[config.mk]
export PLATFORM = sky130hd
export DESIGN_NAME = ocpwm_channel
export DESIGN_NICKNAME = d
export VERILOG_FILES = /design/src/rtl/ocpwm_pkg.sv /design/src/rtl/ocpwm_channel.sv
export SDC_FILE = /design/constraint.sdc
export NUM_CORES = 1
export LEC_CHECK = 0
export BUFFER_PORTS_ARGS = -buffer_cell sky130_fd_sc_hd__buf_2
export CAP_MARGIN = 30
export CORE_AREA = 2 2 142 116
export DETAILED_ROUTE_END_ITERATION = 10
export DIE_AREA = 0 0 144 118
export HOLD_SLACK_MARGIN = 0.06
export PLACE_DENSITY = 0.62
export SLEW_MARGIN = 20
export SYNTH_ARGS = -nofsm -noshare
export SYNTH_HDL_FRONTEND = slang
export SYNTH_SLANG_ARGS = --single-unit
[constraint.sdc]
create_clock -name CLK_SYS -period 2.7 [get_ports CLK_SYS]
set_input_delay 0.135 -clock CLK_SYS [delete_from_list [all_inputs] [get_ports CLK_SYS]]
set_output_delay 0.135 -clock CLK_SYS [all_outputs]
set_load 0.01 [all_outputs]
[src/rtl/ocpwm_pkg.sv]
/*
 * Shared constants and types for the output compare / PWM channel:
 * register byte offsets, control field positions, reset values,
 * channel modes, pulse sequencer states and the control carrier.
 * Assumes a 32-bit AXI4-Lite register bus with 12-bit byte addresses.
 */
package ocpwm_pkg;

  // Register byte offsets
  localparam int          ADDR_W          = 12;
  localparam logic [11:0] ADDR_CTRL       = 12'h000;
  localparam logic [11:0] ADDR_ACTIVE     = 12'h004;
  localparam logic [11:0] ADDR_BUFFERED   = 12'h008;

  // Control field positions
  localparam int          IDLE_BIT        = 13;
  localparam int          FLT_BIT         = 4;
  localparam int          TSEL_BIT        = 3;
  localparam int          MODE_MSB        = 2;

  // Reset values
  localparam logic [15:0] DUTY_RST        = 16'h0000;
  localparam logic [15:0] CNT_RST         = 16'h0000;

  // Bus answers
  localparam logic [1:0]  RESP_OKAY       = 2'h0;
  localparam logic [1:0]  RESP_SLVERR     = 2'h2;

  // Channel modes
  typedef enum logic [2:0] {
    MODE_OFF      = 3'h0,
    MODE_SET_HIGH = 3'h1,
    MODE_SET_LOW  = 3'h2,
    MODE_TOGGLE   = 3'h3,
    MODE_SINGLE   = 3'h4,
    MODE_CONT     = 3'h5,
    MODE_PWM      = 3'h6,
    MODE_PWM_FLT  = 3'h7
  } ocpwm_mode_t;

  // Pulse sequencer, Gray along idle-rise-fall-done
  typedef enum logic [1:0] {
    ST_IDLE = 2'h0,
    ST_RISE = 2'h1,
    ST_FALL = 2'h3,
    ST_DONE = 2'h2
  } ocpwm_state_t;

  // Control register carrier
  typedef struct packed {
    logic        idle_halt_sel;
    logic        fault_status_flag;
    logic        time_base_sel;
    ocpwm_mode_t compare_mode_field;
  } ocpwm_ctrl_t;

  localparam ocpwm_ctrl_t CTRL_RST = '{1'b0, 1'b0, 1'b0, MODE_OFF};

endpackage : ocpwm_pkg

[src/rtl/ocpwm_channel.sv]
/*
 * One output compare channel with glitchless PWM, on an AXI4-Lite
 * register slave. Compares the selected time base count against the
 * active and buffered duty values and drives the compare output pin.
 * Assumes the two timers run on CLK_SYS and deliver their counts and
 * period values directly; the fault pin is asynchronous.
 */
// Notes on behaviour
// - Period value N gives N+1 counts
// - Buffered duty copied to active at period match
// - Active duty read-only in PWM modes
// - Active duty at enable sets first period
// - Active duty zero keeps output low
// - Duty above period keeps output high
// - Duty equal period: low one count
// - Idle halt bit freezes channel in idle
// - Fault flag read-only, hardware set, cleared by a control write unless a fault hits in the same cycle
// - Time base select: one second timer
// - 111 PWM with fault, 110 without
// - 101 low then continuous pulses
// - 100 low then one pulse
// - 011 toggles output on match
// - 010 starts high, match forces low
// - 001 starts low, match forces high
// - 000 disables the channel
// - One fault pin shared by two channels
// - Pulse rises on primary, falls secondary
// - Interrupt on the secondary match ending each pulse
// - Time base wraps to zero at period
module ocpwm_channel
  import ocpwm_pkg::*;
(
  input  wire logic              CLK_SYS,
  input  wire logic              RST_N,
  input  wire logic [ADDR_W-1:0] AWADDR,
  input  wire logic              AWVALID,
  output logic                   AWREADY,
  input  wire logic [31:0]       WDATA,
  input  wire logic [3:0]        WSTRB,
  input  wire logic              WVALID,
  output logic                   WREADY,
  output logic [1:0]             BRESP,
  output logic                   BVALID,
  input  wire logic              BREADY,
  input  wire logic [ADDR_W-1:0] ARADDR,
  input  wire logic              ARVALID,
  output logic                   ARREADY,
  output logic [31:0]            RDATA,
  output logic [1:0]             RRESP,
  output logic                   RVALID,
  input  wire logic              RREADY,
  input  wire logic [15:0]       FIRST_TIMER_COUNT,
  input  wire logic [15:0]       FIRST_TIMER_PERIOD,
  input  wire logic [15:0]       SECOND_TIMER_COUNT,
  input  wire logic [15:0]       SECOND_TIMER_PERIOD,
  input  wire logic              CPU_IDLE,
  input  wire logic              SHARED_FAULT_INPUT,
  output logic                   COMPARE_OUT_PIN,
  output logic                   CHANNEL_IRQ_FLAG
);

  // Merge a 16-bit write under its two byte lanes
  function automatic logic [15:0] merge16(input logic [15:0] old_v,
                                          input logic [15:0] new_v,
                                          input logic [1:0]  strb);
    merge16 = {strb[1] ? new_v[15:8] : old_v[15:8],
               strb[0] ? new_v[7:0]  : old_v[7:0]};
  endfunction : merge16

  function automatic logic is_pwm(input ocpwm_mode_t m);
    is_pwm = (m == MODE_PWM) || (m == MODE_PWM_FLT);
  endfunction : is_pwm

  function automatic logic is_pulse(input ocpwm_mode_t m);
    is_pulse = (m == MODE_SINGLE) || (m == MODE_CONT);
  endfunction : is_pulse

  ocpwm_ctrl_t       ctrl_q;
  ocpwm_state_t      state_q;
  logic [15:0]       active_duty_q;
  logic [15:0]       buffered_duty_q;
  logic [15:0]       cnt_prev_q;
  logic [ADDR_W-1:0] awaddr_q;
  logic              aw_vld_q;
  logic [15:0]       wdata_q;
  logic [1:0]        wstrb_q;
  logic              w_vld_q;
  logic              bvalid_q;
  logic [1:0]        bresp_q;
  logic              rvalid_q;
  logic [1:0]        rresp_q;
  logic [31:0]       rdata_q;
  logic              flt_meta_q;
  logic              flt_sync_q;
  logic              out_q;
  logic              irq_q;
  logic [15:0]       ctrl_img;
  logic [15:0]       ctrl_new_img;
  ocpwm_mode_t       new_mode;
  ocpwm_mode_t       mode;
  logic [15:0]       time_base_count;
  logic [15:0]       period_reg;
  logic              do_wr;
  logic              ctrl_wr;
  logic              active_wr;
  logic              buffered_wr;
  logic              halt;
  logic              tick;
  logic              ev_pri;
  logic              ev_sec;
  logic              ev_per;
  logic              fault_hit;

  // Control word as software sees it; unused bits read zero
  always_comb begin
    ctrl_img                   = 16'h0000;
    ctrl_img[IDLE_BIT]         = ctrl_q.idle_halt_sel;
    ctrl_img[FLT_BIT]          = ctrl_q.fault_status_flag;
    ctrl_img[TSEL_BIT]         = ctrl_q.time_base_sel;
    ctrl_img[MODE_MSB:0]       = ctrl_q.compare_mode_field;
  end

  assign mode         = ctrl_q.compare_mode_field;
  assign ctrl_new_img = merge16(ctrl_img, wdata_q, wstrb_q);
  assign new_mode     = ocpwm_mode_t'(ctrl_new_img[MODE_MSB:0]);

  assign time_base_count = ctrl_q.time_base_sel ? SECOND_TIMER_COUNT
                                                : FIRST_TIMER_COUNT;
  assign period_reg      = ctrl_q.time_base_sel ? SECOND_TIMER_PERIOD
                                                : FIRST_TIMER_PERIOD;

  assign halt = ctrl_q.idle_halt_sel && CPU_IDLE;

  // Events fire once per new count, so a prescaled timer that dwells
  // on one value does not repeat a match
  assign tick   = time_base_count != cnt_prev_q;
  assign ev_pri = tick && (time_base_count == active_duty_q);
  assign ev_sec = tick && (time_base_count == buffered_duty_q);
  assign ev_per = tick && (time_base_count == period_reg);

  assign fault_hit = !halt && (mode == MODE_PWM_FLT) && flt_sync_q;

  always_ff @(posedge CLK_SYS or negedge RST_N) begin
    if (!RST_N) begin
      cnt_prev_q <= CNT_RST;
    end else begin
      cnt_prev_q <= time_base_count;
    end
  end

  always_ff @(posedge CLK_SYS or negedge RST_N) begin
    if (!RST_N) begin
      flt_meta_q <= 1'b0;
      flt_sync_q <= 1'b0;
    end else begin
      flt_meta_q <= SHARED_FAULT_INPUT;
      flt_sync_q <= flt_meta_q;
    end
  end

  // Write channel capture; address and data taken in either order
  assign AWREADY = !aw_vld_q && !bvalid_q;
  assign WREADY  = !w_vld_q && !bvalid_q;
  assign do_wr   = aw_vld_q && w_vld_q && !bvalid_q;

  always_ff @(posedge CLK_SYS or negedge RST_N) begin
    if (!RST_N) begin
      aw_vld_q <= 1'b0;
      awaddr_q <= '0;
      w_vld_q  <= 1'b0;
      wdata_q  <= 16'h0000;
      wstrb_q  <= 2'h0;
      bvalid_q <= 1'b0;
      bresp_q  <= RESP_OKAY;
    end else begin
      if (AWVALID && AWREADY) begin
        aw_vld_q <= 1'b1;
        awaddr_q <= AWADDR;
      end
      if (WVALID && WREADY) begin
        w_vld_q <= 1'b1;
        wdata_q <= WDATA[15:0];
        wstrb_q <= WSTRB[1:0];
      end
      if (do_wr) begin
        aw_vld_q <= 1'b0;
        w_vld_q  <= 1'b0;
        bvalid_q <= 1'b1;
        bresp_q  <= (ctrl_wr || active_wr || buffered_wr) ? RESP_OKAY
                                                          : RESP_SLVERR;
      end else if (bvalid_q && BREADY) begin
        bvalid_q <= 1'b0;
      end
    end
  end

  assign BVALID = bvalid_q;
  assign BRESP  = bresp_q;

  // Word-aligned decode; low address bits ignored
  assign ctrl_wr     = do_wr && (awaddr_q[11:2] == ADDR_CTRL[11:2]);
  assign active_wr   = do_wr && (awaddr_q[11:2] == ADDR_ACTIVE[11:2]);
  assign buffered_wr = do_wr && (awaddr_q[11:2] == ADDR_BUFFERED[11:2]);

  // Read channel; one read outstanding
  assign ARREADY = !rvalid_q;

  always_ff @(posedge CLK_SYS or negedge RST_N) begin
    if (!RST_N) begin
      rvalid_q <= 1'b0;
      rresp_q  <= RESP_OKAY;
      rdata_q  <= 32'h0000_0000;
    end else if (ARVALID && ARREADY) begin
      rvalid_q <= 1'b1;
      rresp_q  <= RESP_OKAY;
      unique case (ARADDR[11:2])
        ADDR_CTRL[11:2]:     rdata_q <= {16'h0000, ctrl_img};
        ADDR_ACTIVE[11:2]:   rdata_q <= {16'h0000, active_duty_q};
        ADDR_BUFFERED[11:2]: rdata_q <= {16'h0000, buffered_duty_q};
        default: begin
          rdata_q <= 32'h0000_0000;
          rresp_q <= RESP_SLVERR;
        end
      endcase
    end else if (rvalid_q && RREADY) begin
      rvalid_q <= 1'b0;
    end
  end

  assign RVALID = rvalid_q;
  assign RRESP  = rresp_q;
  assign RDATA  = rdata_q;

  // Control register; fault flag is not writable
  always_ff @(posedge CLK_SYS or negedge RST_N) begin
    if (!RST_N) begin
      ctrl_q <= CTRL_RST;
    end else begin
      if (ctrl_wr) begin
        ctrl_q.idle_halt_sel      <= ctrl_new_img[IDLE_BIT];
        ctrl_q.time_base_sel      <= ctrl_new_img[TSEL_BIT];
        ctrl_q.compare_mode_field <= new_mode;
      end
      // hardware set wins over the clear on rewrite
      if (fault_hit) begin
        ctrl_q.fault_status_flag <= 1'b1;
      end else if (ctrl_wr) begin
        ctrl_q.fault_status_flag <= 1'b0;
      end
    end
  end

  // Buffered duty, writable at any time
  always_ff @(posedge CLK_SYS or negedge RST_N) begin
    if (!RST_N) begin
      buffered_duty_q <= DUTY_RST;
    end else if (buffered_wr) begin
      buffered_duty_q <= merge16(buffered_duty_q, wdata_q, wstrb_q);
    end
  end

  // Active duty: software loads it outside PWM, hardware reloads it
  always_ff @(posedge CLK_SYS or negedge RST_N) begin
    if (!RST_N) begin
      active_duty_q <= DUTY_RST;
    end else if (is_pwm(mode)) begin
      if (ev_per && !halt) begin
        active_duty_q <= buffered_duty_q;
      end
    end else if (active_wr) begin
      active_duty_q <= merge16(active_duty_q, wdata_q, wstrb_q);
    end
  end

  // Pulse sequencer
  always_ff @(posedge CLK_SYS or negedge RST_N) begin
    if (!RST_N) begin
      state_q <= ST_IDLE;
    end else if (ctrl_wr) begin
      state_q <= is_pulse(new_mode) ? ST_RISE : ST_IDLE;
    end else if (!is_pulse(mode)) begin
      state_q <= ST_IDLE;
    end else if (!halt) begin
      unique case (state_q)
        ST_RISE: if (ev_pri) state_q <= ST_FALL;
        ST_FALL: if (ev_sec) begin
          state_q <= (mode == MODE_SINGLE) ? ST_DONE : ST_RISE;
        end
        ST_IDLE: state_q <= ST_IDLE;
        ST_DONE: state_q <= ST_DONE;
      endcase
    end
  end

  // Output pin; a mode write initialises the level first
  always_ff @(posedge CLK_SYS or negedge RST_N) begin
    if (!RST_N) begin
      out_q <= 1'b0;
    end else if (ctrl_wr) begin
      out_q <= (new_mode == MODE_SET_LOW);
    end else if (!halt) begin
      unique case (mode)
        MODE_OFF:      out_q <= 1'b0;
        MODE_SET_HIGH: if (ev_pri) out_q <= 1'b1;
        MODE_SET_LOW:  if (ev_pri) out_q <= 1'b0;
        MODE_TOGGLE:   if (ev_pri) out_q <= !out_q;
        MODE_SINGLE, MODE_CONT: begin
          if (state_q == ST_RISE && ev_pri) begin
            out_q <= 1'b1;
          end else if (state_q == ST_FALL && ev_sec) begin
            out_q <= 1'b0;
          end
        end
        // high from count zero until duty
        // boundaries fall out of the compare
        // period spans counts zero to period value
        MODE_PWM:      out_q <= time_base_count < active_duty_q;
        MODE_PWM_FLT:  out_q <= !ctrl_q.fault_status_flag &&
                                !flt_sync_q &&
                                (time_base_count < active_duty_q);
      endcase
    end
  end

  assign COMPARE_OUT_PIN = out_q;

  // event on trailing edge, event on new fault
  always_ff @(posedge CLK_SYS or negedge RST_N) begin
    if (!RST_N) begin
      irq_q <= 1'b0;
    end else begin
      irq_q <= !ctrl_wr && !halt &&
               ((is_pulse(mode) && state_q == ST_FALL && ev_sec) ||
                (fault_hit && !ctrl_q.fault_status_flag));
    end
  end

  assign CHANNEL_IRQ_FLAG = irq_q;

  // Checks
  logic pwm_run;
  assign pwm_run = is_pwm(mode) && !halt && !ctrl_wr;

  property p_zero_duty;
    @(posedge CLK_SYS) disable iff (!RST_N)
      (pwm_run && active_duty_q == 16'h0000) |=> !out_q;
  endproperty
  a_zero_duty: assert property (p_zero_duty)
    else $error("zero duty drove output high");

  property p_full_duty;
    @(posedge CLK_SYS) disable iff (!RST_N)
      (pwm_run && mode == MODE_PWM && active_duty_q > period_reg &&
       time_base_count <= period_reg) |=> out_q;
  endproperty
  a_full_duty: assert property (p_full_duty)
    else $error("duty above period drove output low");

  property p_equal_duty;
    @(posedge CLK_SYS) disable iff (!RST_N)
      (pwm_run && mode == MODE_PWM && active_duty_q == period_reg &&
       time_base_count == period_reg) |=> !out_q;
  endproperty
  a_equal_duty: assert property (p_equal_duty)
    else $error("duty equal period not low at period count");

  property p_reload;
    @(posedge CLK_SYS) disable iff (!RST_N)
      (is_pwm(mode) && ev_per && !halt) |=>
        active_duty_q == $past(buffered_duty_q);
  endproperty
  a_reload: assert property (p_reload)
    else $error("active duty not reloaded at period match");

  property p_duty_locked;
    @(posedge CLK_SYS) disable iff (!RST_N)
      (is_pwm(mode) && !(ev_per && !halt)) |=> $stable(active_duty_q);
  endproperty
  a_duty_locked: assert property (p_duty_locked)
    else $error("active duty changed inside PWM period");

  property p_fault;
    @(posedge CLK_SYS) disable iff (!RST_N)
      fault_hit |=> ctrl_q.fault_status_flag && !out_q;
  endproperty
  a_fault: assert property (p_fault)
    else $error("fault did not force output low and flag");

  property p_flag_cause;
    @(posedge CLK_SYS) disable iff (!RST_N)
      $rose(ctrl_q.fault_status_flag) |->
        $past(mode) == MODE_PWM_FLT && $past(flt_sync_q);
  endproperty
  a_flag_cause: assert property (p_flag_cause)
    else $error("fault flag set outside fault PWM");

  property p_single_end;
    @(posedge CLK_SYS) disable iff (!RST_N)
      (mode == MODE_SINGLE && state_q == ST_FALL && ev_sec && !halt &&
       !ctrl_wr) |=> state_q == ST_DONE && irq_q && !out_q;
  endproperty
  a_single_end: assert property (p_single_end)
    else $error("single pulse did not end cleanly");

  property p_toggle;
    @(posedge CLK_SYS) disable iff (!RST_N)
      (mode == MODE_TOGGLE && ev_pri && !halt && !ctrl_wr) |=>
        out_q != $past(out_q);
  endproperty
  a_toggle: assert property (p_toggle)
    else $error("toggle mode missed a match");

  property p_halt;
    @(posedge CLK_SYS) disable iff (!RST_N)
      (halt && !ctrl_wr) [*2] |=> $stable(out_q) && !irq_q;
  endproperty
  a_halt: assert property (p_halt)
    else $error("channel moved while halted in idle");

  property p_rearm;
    @(posedge CLK_SYS) disable iff (!RST_N)
      (ctrl_wr && is_pulse(new_mode)) |=> !out_q && state_q == ST_RISE;
  endproperty
  a_rearm: assert property (p_rearm)
    else $error("pulse mode write did not re-arm low");

  c_pwm_reload: cover property (@(posedge CLK_SYS) disable iff (!RST_N)
    is_pwm(mode) && ev_per ##1 out_q);
  c_cont_pulse: cover property (@(posedge CLK_SYS) disable iff (!RST_N)
    mode == MODE_CONT && irq_q ##[1:1000] irq_q);
  c_fault: cover property (@(posedge CLK_SYS) disable iff (!RST_N)
    $rose(ctrl_q.fault_status_flag));

endmodule : ocpwm_channel

# [Word level (Yosys, flattened, before mapping)]
# Index checks and enable logic that the tools add are counted.
[classes] order_cmp=1 n_reduce_logical=65 n_mux=37 n_eq_ne=30
[ops] op="16-bit two-way mux" n=5
[ops] op="16-bit == test" n=3
[ops] op="16-bit case mux with 3 select lines" n=1
[ops] op="1-bit logical AND" n=28
[ops] op="10-bit by 1-bit == test with 1-bit output (second input constant)" n=2
[ops] op="10-bit by 2-bit == test with 1-bit output (second input constant)" n=2
[ops] op="10-bit zero test" n=2
[ops] op="3-bit == test (second input constant)" n=6
[ops] op="1-bit two-way mux" n=18
[ops] op="16-bit < comparator" n=1
[ops] op="2-bit two-way mux" n=8
[ops] op="8-bit two-way mux" n=2
[ops] op="16-bit inequality test" n=1
[ops] op="2-bit nonzero test" n=8
[ops] op="3-bit inequality test (second input constant)" n=4
[ops] op="4-bit inequality test (second input constant)" n=3
[ops] op="3-bit by 2-bit == test with 1-bit output (second input constant)" n=3
[ops] op="1-bit zero test" n=9
[ops] op="3-bit AND reduction" n=3
[ops] op="2-bit case mux with 4 select lines" n=1
[ops] op="2-bit AND reduction" n=4
[ops] op="1-bit case mux with 7 select lines" n=1
[ops] op="1-bit logical OR" n=6
[ops] op="5-bit AND reduction" n=1
[ops] op="other kinds (9)" n=11
[totals] register_bits=130 elab_cells=157 output_inout_bits=43

# [Longest topological paths before layout]
[depth] ltp_word=9 depth_mapped=12

# [Least setup slack after synthesis]
# Ideal clock, no wire load.
[synth_path] kind="register -> register" startpoint="register ctrl_q, in the netlist ctrl_img[3]" endpoint="register state_q[0]" n_path_buf=2 path_stages_with_launch=13 path_slack_ns=-0.131 setup_ns=0.118 synth_period_minus_slack_ns=2.831 t_arrival_ns=2.713 path_cell_list="dfrtp_1 -> buf_6 -> buf_12 -> mux2i_1 -> inv_1 -> ha_1 -> nand4_1 -> or3_1 -> or3_1 -> a21bo_1 -> a21boi_2 -> a211oi_2 -> a21o_1"
[synth_via] elab_chain_cells=5 elab_cells_between_ends=9 cone_classes="eq/ne (5); mux (1); reduce/logical (3)"
[synth_lines] item="from (decl)" line="ocpwm_channel.sv:78" text="ocpwm_ctrl_t ctrl_q;"
[synth_lines] item="16-bit two-way mux (*)" line="ocpwm_channel.sv:127" text="assign time_base_count = ctrl_q.time_base_sel ? SECOND_TIMER_COUNT"
[synth_lines] item="via time_base_count[6]" line="ocpwm_channel.sv:101" text="logic [15:0] time_base_count;"
[synth_lines] item="16-bit inequality test (tied with other cells)" line="ocpwm_channel.sv:136" text="assign tick = time_base_count != cnt_prev_q;"
[synth_lines] item="1-bit logical AND (on tied branches)" line="ocpwm_channel.sv:138, ocpwm_channel.sv:137"
[synth_lines] item="4-bit inequality test (no line)"
[synth_lines] item="3-bit AND reduction (no line) (*)"
[synth_lines] item="to (signal assigned)" line="ocpwm_channel.sv:280" text="state_q <= is_pulse(new_mode) ? ST_RISE : ST_IDLE;"
[synth_lines] item="to (signal assigned)" line="ocpwm_channel.sv:287" text="state_q <= (mode == MODE_SINGLE) ? ST_DONE : ST_RISE;"
[synth_lines] item="to (decl)" line="ocpwm_channel.sv:79" text="ocpwm_state_t state_q;"
# Mark *: on every way through the listed nets, which the timed path passes. The rest lies on a longest branch.
# A chain may end at the register's enable or synchronous reset.

# [Worst setup path in the final report]
# Same ends and word-level chain as after synthesis.

==> results summary <==
The run finished, with violations left. The final reports fail on setup timing. The sequential area share after synthesis came out at roughly 45%.

Summing the areas of all fa, ha and maj instances in the mapped netlist gives approximately 3.3% of the synthesized area. The relative contribution of the clock network to total power came out at ~27%. TritonCTS built the clock tree.

The die is 118 um tall. The standard-cell row count is a little over 40. Summing the areas of all xor and xnor instances in the mapped netlist gives under 10% of the synthesized area.

The switching part of the total power is ~31%. The area of the core came out at ~16000 um2. The clock sink count is 110. Detailed placement ended at an HPWL of ~14000 um. The critical path's top delay family is compound AO/OA/AOI/OAI gates. The data required time of the critical path came out at between 2 and 3 ns. The commonest cells after synthesis are sky130_fd_sc_hd__dfrtp_1, sky130_fd_sc_hd__mux2_2, sky130_fd_sc_hd__inv_1.

The via count of the first global-routing pass came out at 4970. Data on the critical path arrives at its endpoint at slightly above 3 ns. The final weighted congestion in routability-driven placement came out at just under 0.9. The number of flops mapped to enable cells by yosys is 0.

In this design, the critical path's most frequently occurring cell is sky130_fd_sc_hd__buf_6. The number of fill cells is approximately 1400. The fraction of final layout cells sized beyond drive strength 1 is a little under two fifths. Compared with the post-synthesis result, the final layout area differs by 34.0%. After detailed routing, the average wire length per cell comes to ~18 um. In the synthesized netlist the dominant register cell turns out to be sky130_fd_sc_hd__dfrtp_1. The tree is rooted in a sky130_fd_sc_hd__clkbuf_16. Counting along the longest clock path gives a buffer depth of 2.

For the pin with the worst max-slew slack, the measured transition is 0.688 ns. The number of antenna violations at the first check in global routing came out at 0. The count of pins over their slew limit came out at 0. The largest single stage delay on the critical path is approximately 0.45 ns. The worst min-delay path class is input pin to flop. Walking the worst path, the cells encountered are buf_6 > mux2_4 > buf_6 > or3_4 > a2111oi_4 > nand4_1 > a21bo_1 > a21boi_2 > a211oi_2 > a21o_1.

The length of the first detailed-routing pass in iterations is 7. The final cell area excluding filler cells came out at slightly above 8000 um2. The overall routing resource usage came out at between 20% and 30%. In this run the cell area of the synthesized design comes to a little over 6000 um2. The post-route worst setup slack came out at -0.128 ns. The mux cell area share after synthesis came out at 15.4%.

The mean post-synth cell area came out at 10.8 um2. Combinational logic is responsible for about 25% of the overall power. By instance count, the leading cell after synthesis is sky130_fd_sc_hd__dfrtp_1. The tightest slew margin relative to the limit came out at between 50% and 60%. After synthesis the netlist holds a flip-flop and latch count of 110. Cell internal power was estimated by the tool at around 3.2 mW. The static leakage is 3.84 nW. The critical path in this run is classified as flop to flop. The count of placed standard cells including taps came out at between 900 and 1000. By area, the combinational part of the netlist is dominated by multiplexers.

The pre-CTS worst setup slack is -0.248 ns. In this run, CTS created clock tree buffers numbering 9. The final hold violation count came out at 0. The maximum resistive drop on vdd is roughly 0.55 mV. Port buffering added 135 buffers. The number of top-level pins is around 180. The final non-filler cell total came out at 1002. The most area-hungry cell type in the Yosys netlist is sky130_fd_sc_hd__dfrtp_1. The total number of vias is 5082. The H-tree was split into 3 levels. Clock latency on the worst-skew pair, taken at its later pin, is approximately 0.36 ns. The share of async-settable or async-resettable flops after synthesis came out at 100%. The portion of the clock cycle consumed by the worst path in the final layout is 105%. The fmax is roughly 350 MHz. The count of buffer and inverter cells on the critical path is 2. Once placement finished, the instance area stood at 7250 um2. The number of different library cells used by synthesis comes to 59. The first-pass GRT wire length came out at between 20000 and 30000 um. The sum of routed wire length over all layers is 17800 um. The final layout net count came out at around 930. The synthesized netlist devotes about a tenth of its cell area to simple gates. Entering global routing, the biggest net connects 63 pins. After synthesis, the cell types taking the most area are sky130_fd_sc_hd__dfrtp_1, sky130_fd_sc_hd__mux2_2, sky130_fd_sc_hd__xnor2_1. In this run the worst path has a maximum fanout of 4. For the final database, setup skew stands at a little over 0.006 ns. The clock-pin slew on the worst setup and hold paths is around 0.070 ns. The switching power of the nets came out at around 1.4 mW. For this configuration, the core starts out at a cell density of 39.4%. The width of the die came out at 144 um. The largest individual stage delay along the critical path comes from the cell sky130_fd_sc_hd__dfrtp_2. STA classifies the critical path startpoint as a flop. The endpoint kind of the worst setup timing path is a flop. Once detail routing completed, the nets flagged for antenna violations numbered 0.

Setup repair after global routing could not meet its margin everywhere. In this run, flip-flops and latches consume about 48% of the power. The number of maximum-capacitance violations came out at 0. The power density relative to cell area came out at 565 nW/um2. The average via count per standard cell is ~5.

The DRC marker count from the first detailed-route iteration is 275. The area enclosed by the die boundary came out at ~17000 um2. The yosys synthesis warning count came out at 0.

The total overflow reported by the global router is 0. The share of Yosys cell area claimed by the top area cell type came out at 45.0%. The gate count of the mapped netlist is 568. The count of antenna diodes in the layout is 0. The compound-gate portion of the synthesized area came out at between 10% and 20%. The residual DRC count came out at 0. The time the worst path needs with I/O delays and setup came out at 2.83 ns. Setup violations remaining at the end of the flow were counted as 4.
-- final cells by class --
class | instances | area (um2) | share of cell area (%)
timing repair buffer | 221 | 1460 | 17.8
multi-input combinational | 397 | 3290 | 40.1
clock inverter | 4 | 32.5 | 0.397
inverter | 44 | 165 | 2.01
tap | 215 | 269 | 3.28
sequential | 110 | 2750 | 33.6
clock buffer | 11 | 233 | 2.84
-- worst min-delay path, delay by kind of cell --
| family | cells | cell delay [ns] |
|---|---|---|
| buffers and inverters | 2 | 0.20 |
| muxes | 1 | 0.07 |
-- per-stage QoR --
stage          hold WS [ns]  setup TNS, ns  utilization, %  power [mW]
2_1_floorplan        -0.161        -0.0603               -        2.90
3_3_place_gp          0.209         -0.247            46.6        3.26
3_5_place_dp          0.222         -0.648            46.6        3.32
4_1_cts              0.0651         -0.230            51.6        4.64
5_1_grt              0.0909         -0.566            52.7        4.90
6_report             0.0805         -0.271            52.7        4.63
-- power by group through the flow --
stage / logic [mW] / registers, mW / clock network (mW)
2_1_floorplan: 0.762 / 2.14 / 0
3_3_place_gp: 1.05 / 2.22 / 0
3_5_place_dp: 1.08 / 2.24 / 0
4_1_cts: 1.15 / 2.21 / 1.28
5_1_grt: 1.29 / 2.26 / 1.35
6_report: 1.18 / 2.21 / 1.25
-- sequential cells by signal (all words and copies together), names as in the netlist, 2 cells and up --
name / cells
wstrb_q: 2
active_duty_q: 16
awaddr_q: 10
state_q: 2
RDATA: 16
buffered_duty_q: 16
wdata_q: 16
mode: 3
cnt_prev_q: 16
ctrl_img: 3
-- worst paths after layout --
kind                                              start                            end  slack, ns  cells after the start
min in group asynchronous                         RST_N         wdata_q[9]$_DFFE_PN0P_       0.35                      2
max in group asynchronous                         RST_N  active_duty_q[13]$_DFFE_PN0P_       1.60                      3
worst min register to register     flt_meta_q$_DFF_PN0_           flt_sync_q$_DFF_PN0_       0.36                      0
worst min-delay path               FIRST_TIMER_COUNT[5]        cnt_prev_q[5]$_DFF_PN0_       0.08                      3
worst max-delay path            ctrl_img[3]$_DFFE_PN0P_         state_q[0]$_DFFE_PN0P_      -0.13                     10
worst max register to register  ctrl_img[3]$_DFFE_PN0P_         state_q[0]$_DFFE_PN0P_      -0.13                     10
-- timing repair --
item,in CTS,in global routing
setup endpoints to repair,4,20
hold buffers,36,0
resized for setup,16,24
pin swaps,5,10
setup buffers,6,9
gates cloned,1,0
endpoints found under the hold margin,82,0
-- layout by cell type, fill, tap and decap left out, types with 16 or more instances in the layout --
| cell type | count |
|---|---|
| sky130_fd_sc_hd__buf_2 | 134 |
| sky130_fd_sc_hd__dfrtp_1 | 109 |
| sky130_fd_sc_hd__mux2_2 | 48 |
| sky130_fd_sc_hd__buf_4 | 46 |
| sky130_fd_sc_hd__xnor2_1 | 41 |
| sky130_fd_sc_hd__inv_1 | 37 |
| sky130_fd_sc_hd__dlygate4sd3_1 | 36 |
| sky130_fd_sc_hd__nand2_1 | 34 |
| sky130_fd_sc_hd__mux2i_1 | 25 |
| sky130_fd_sc_hd__o21ai_0 | 25 |
| sky130_fd_sc_hd__nor2_1 | 19 |
| sky130_fd_sc_hd__conb_1 | 18 |
| sky130_fd_sc_hd__a21oi_1 | 16 |
-- metal layers --
metal	track usage (%)	wire length, um	share of wire [%]	vias up
li1	-	-	-	2416
met1	30.7	8470	48	2445
met4	5.82	261	1.5	0
met3	3.99	1130	6.3	23
met5	0	0	0	-
met2	32.6	7960	45	198
-- cells by family (layout without fill, tap and decap cells) --
kind of cell	after synthesis	in the layout
simple gates	122	122
flops	110	110
compound gates	102	102
mux	86	86
buf+inv	78	280
xor+xnor	53	53
fa+ha+maj	16	16
other cells	1	18
No activity file was read; power rests on OpenSTA's default activity.
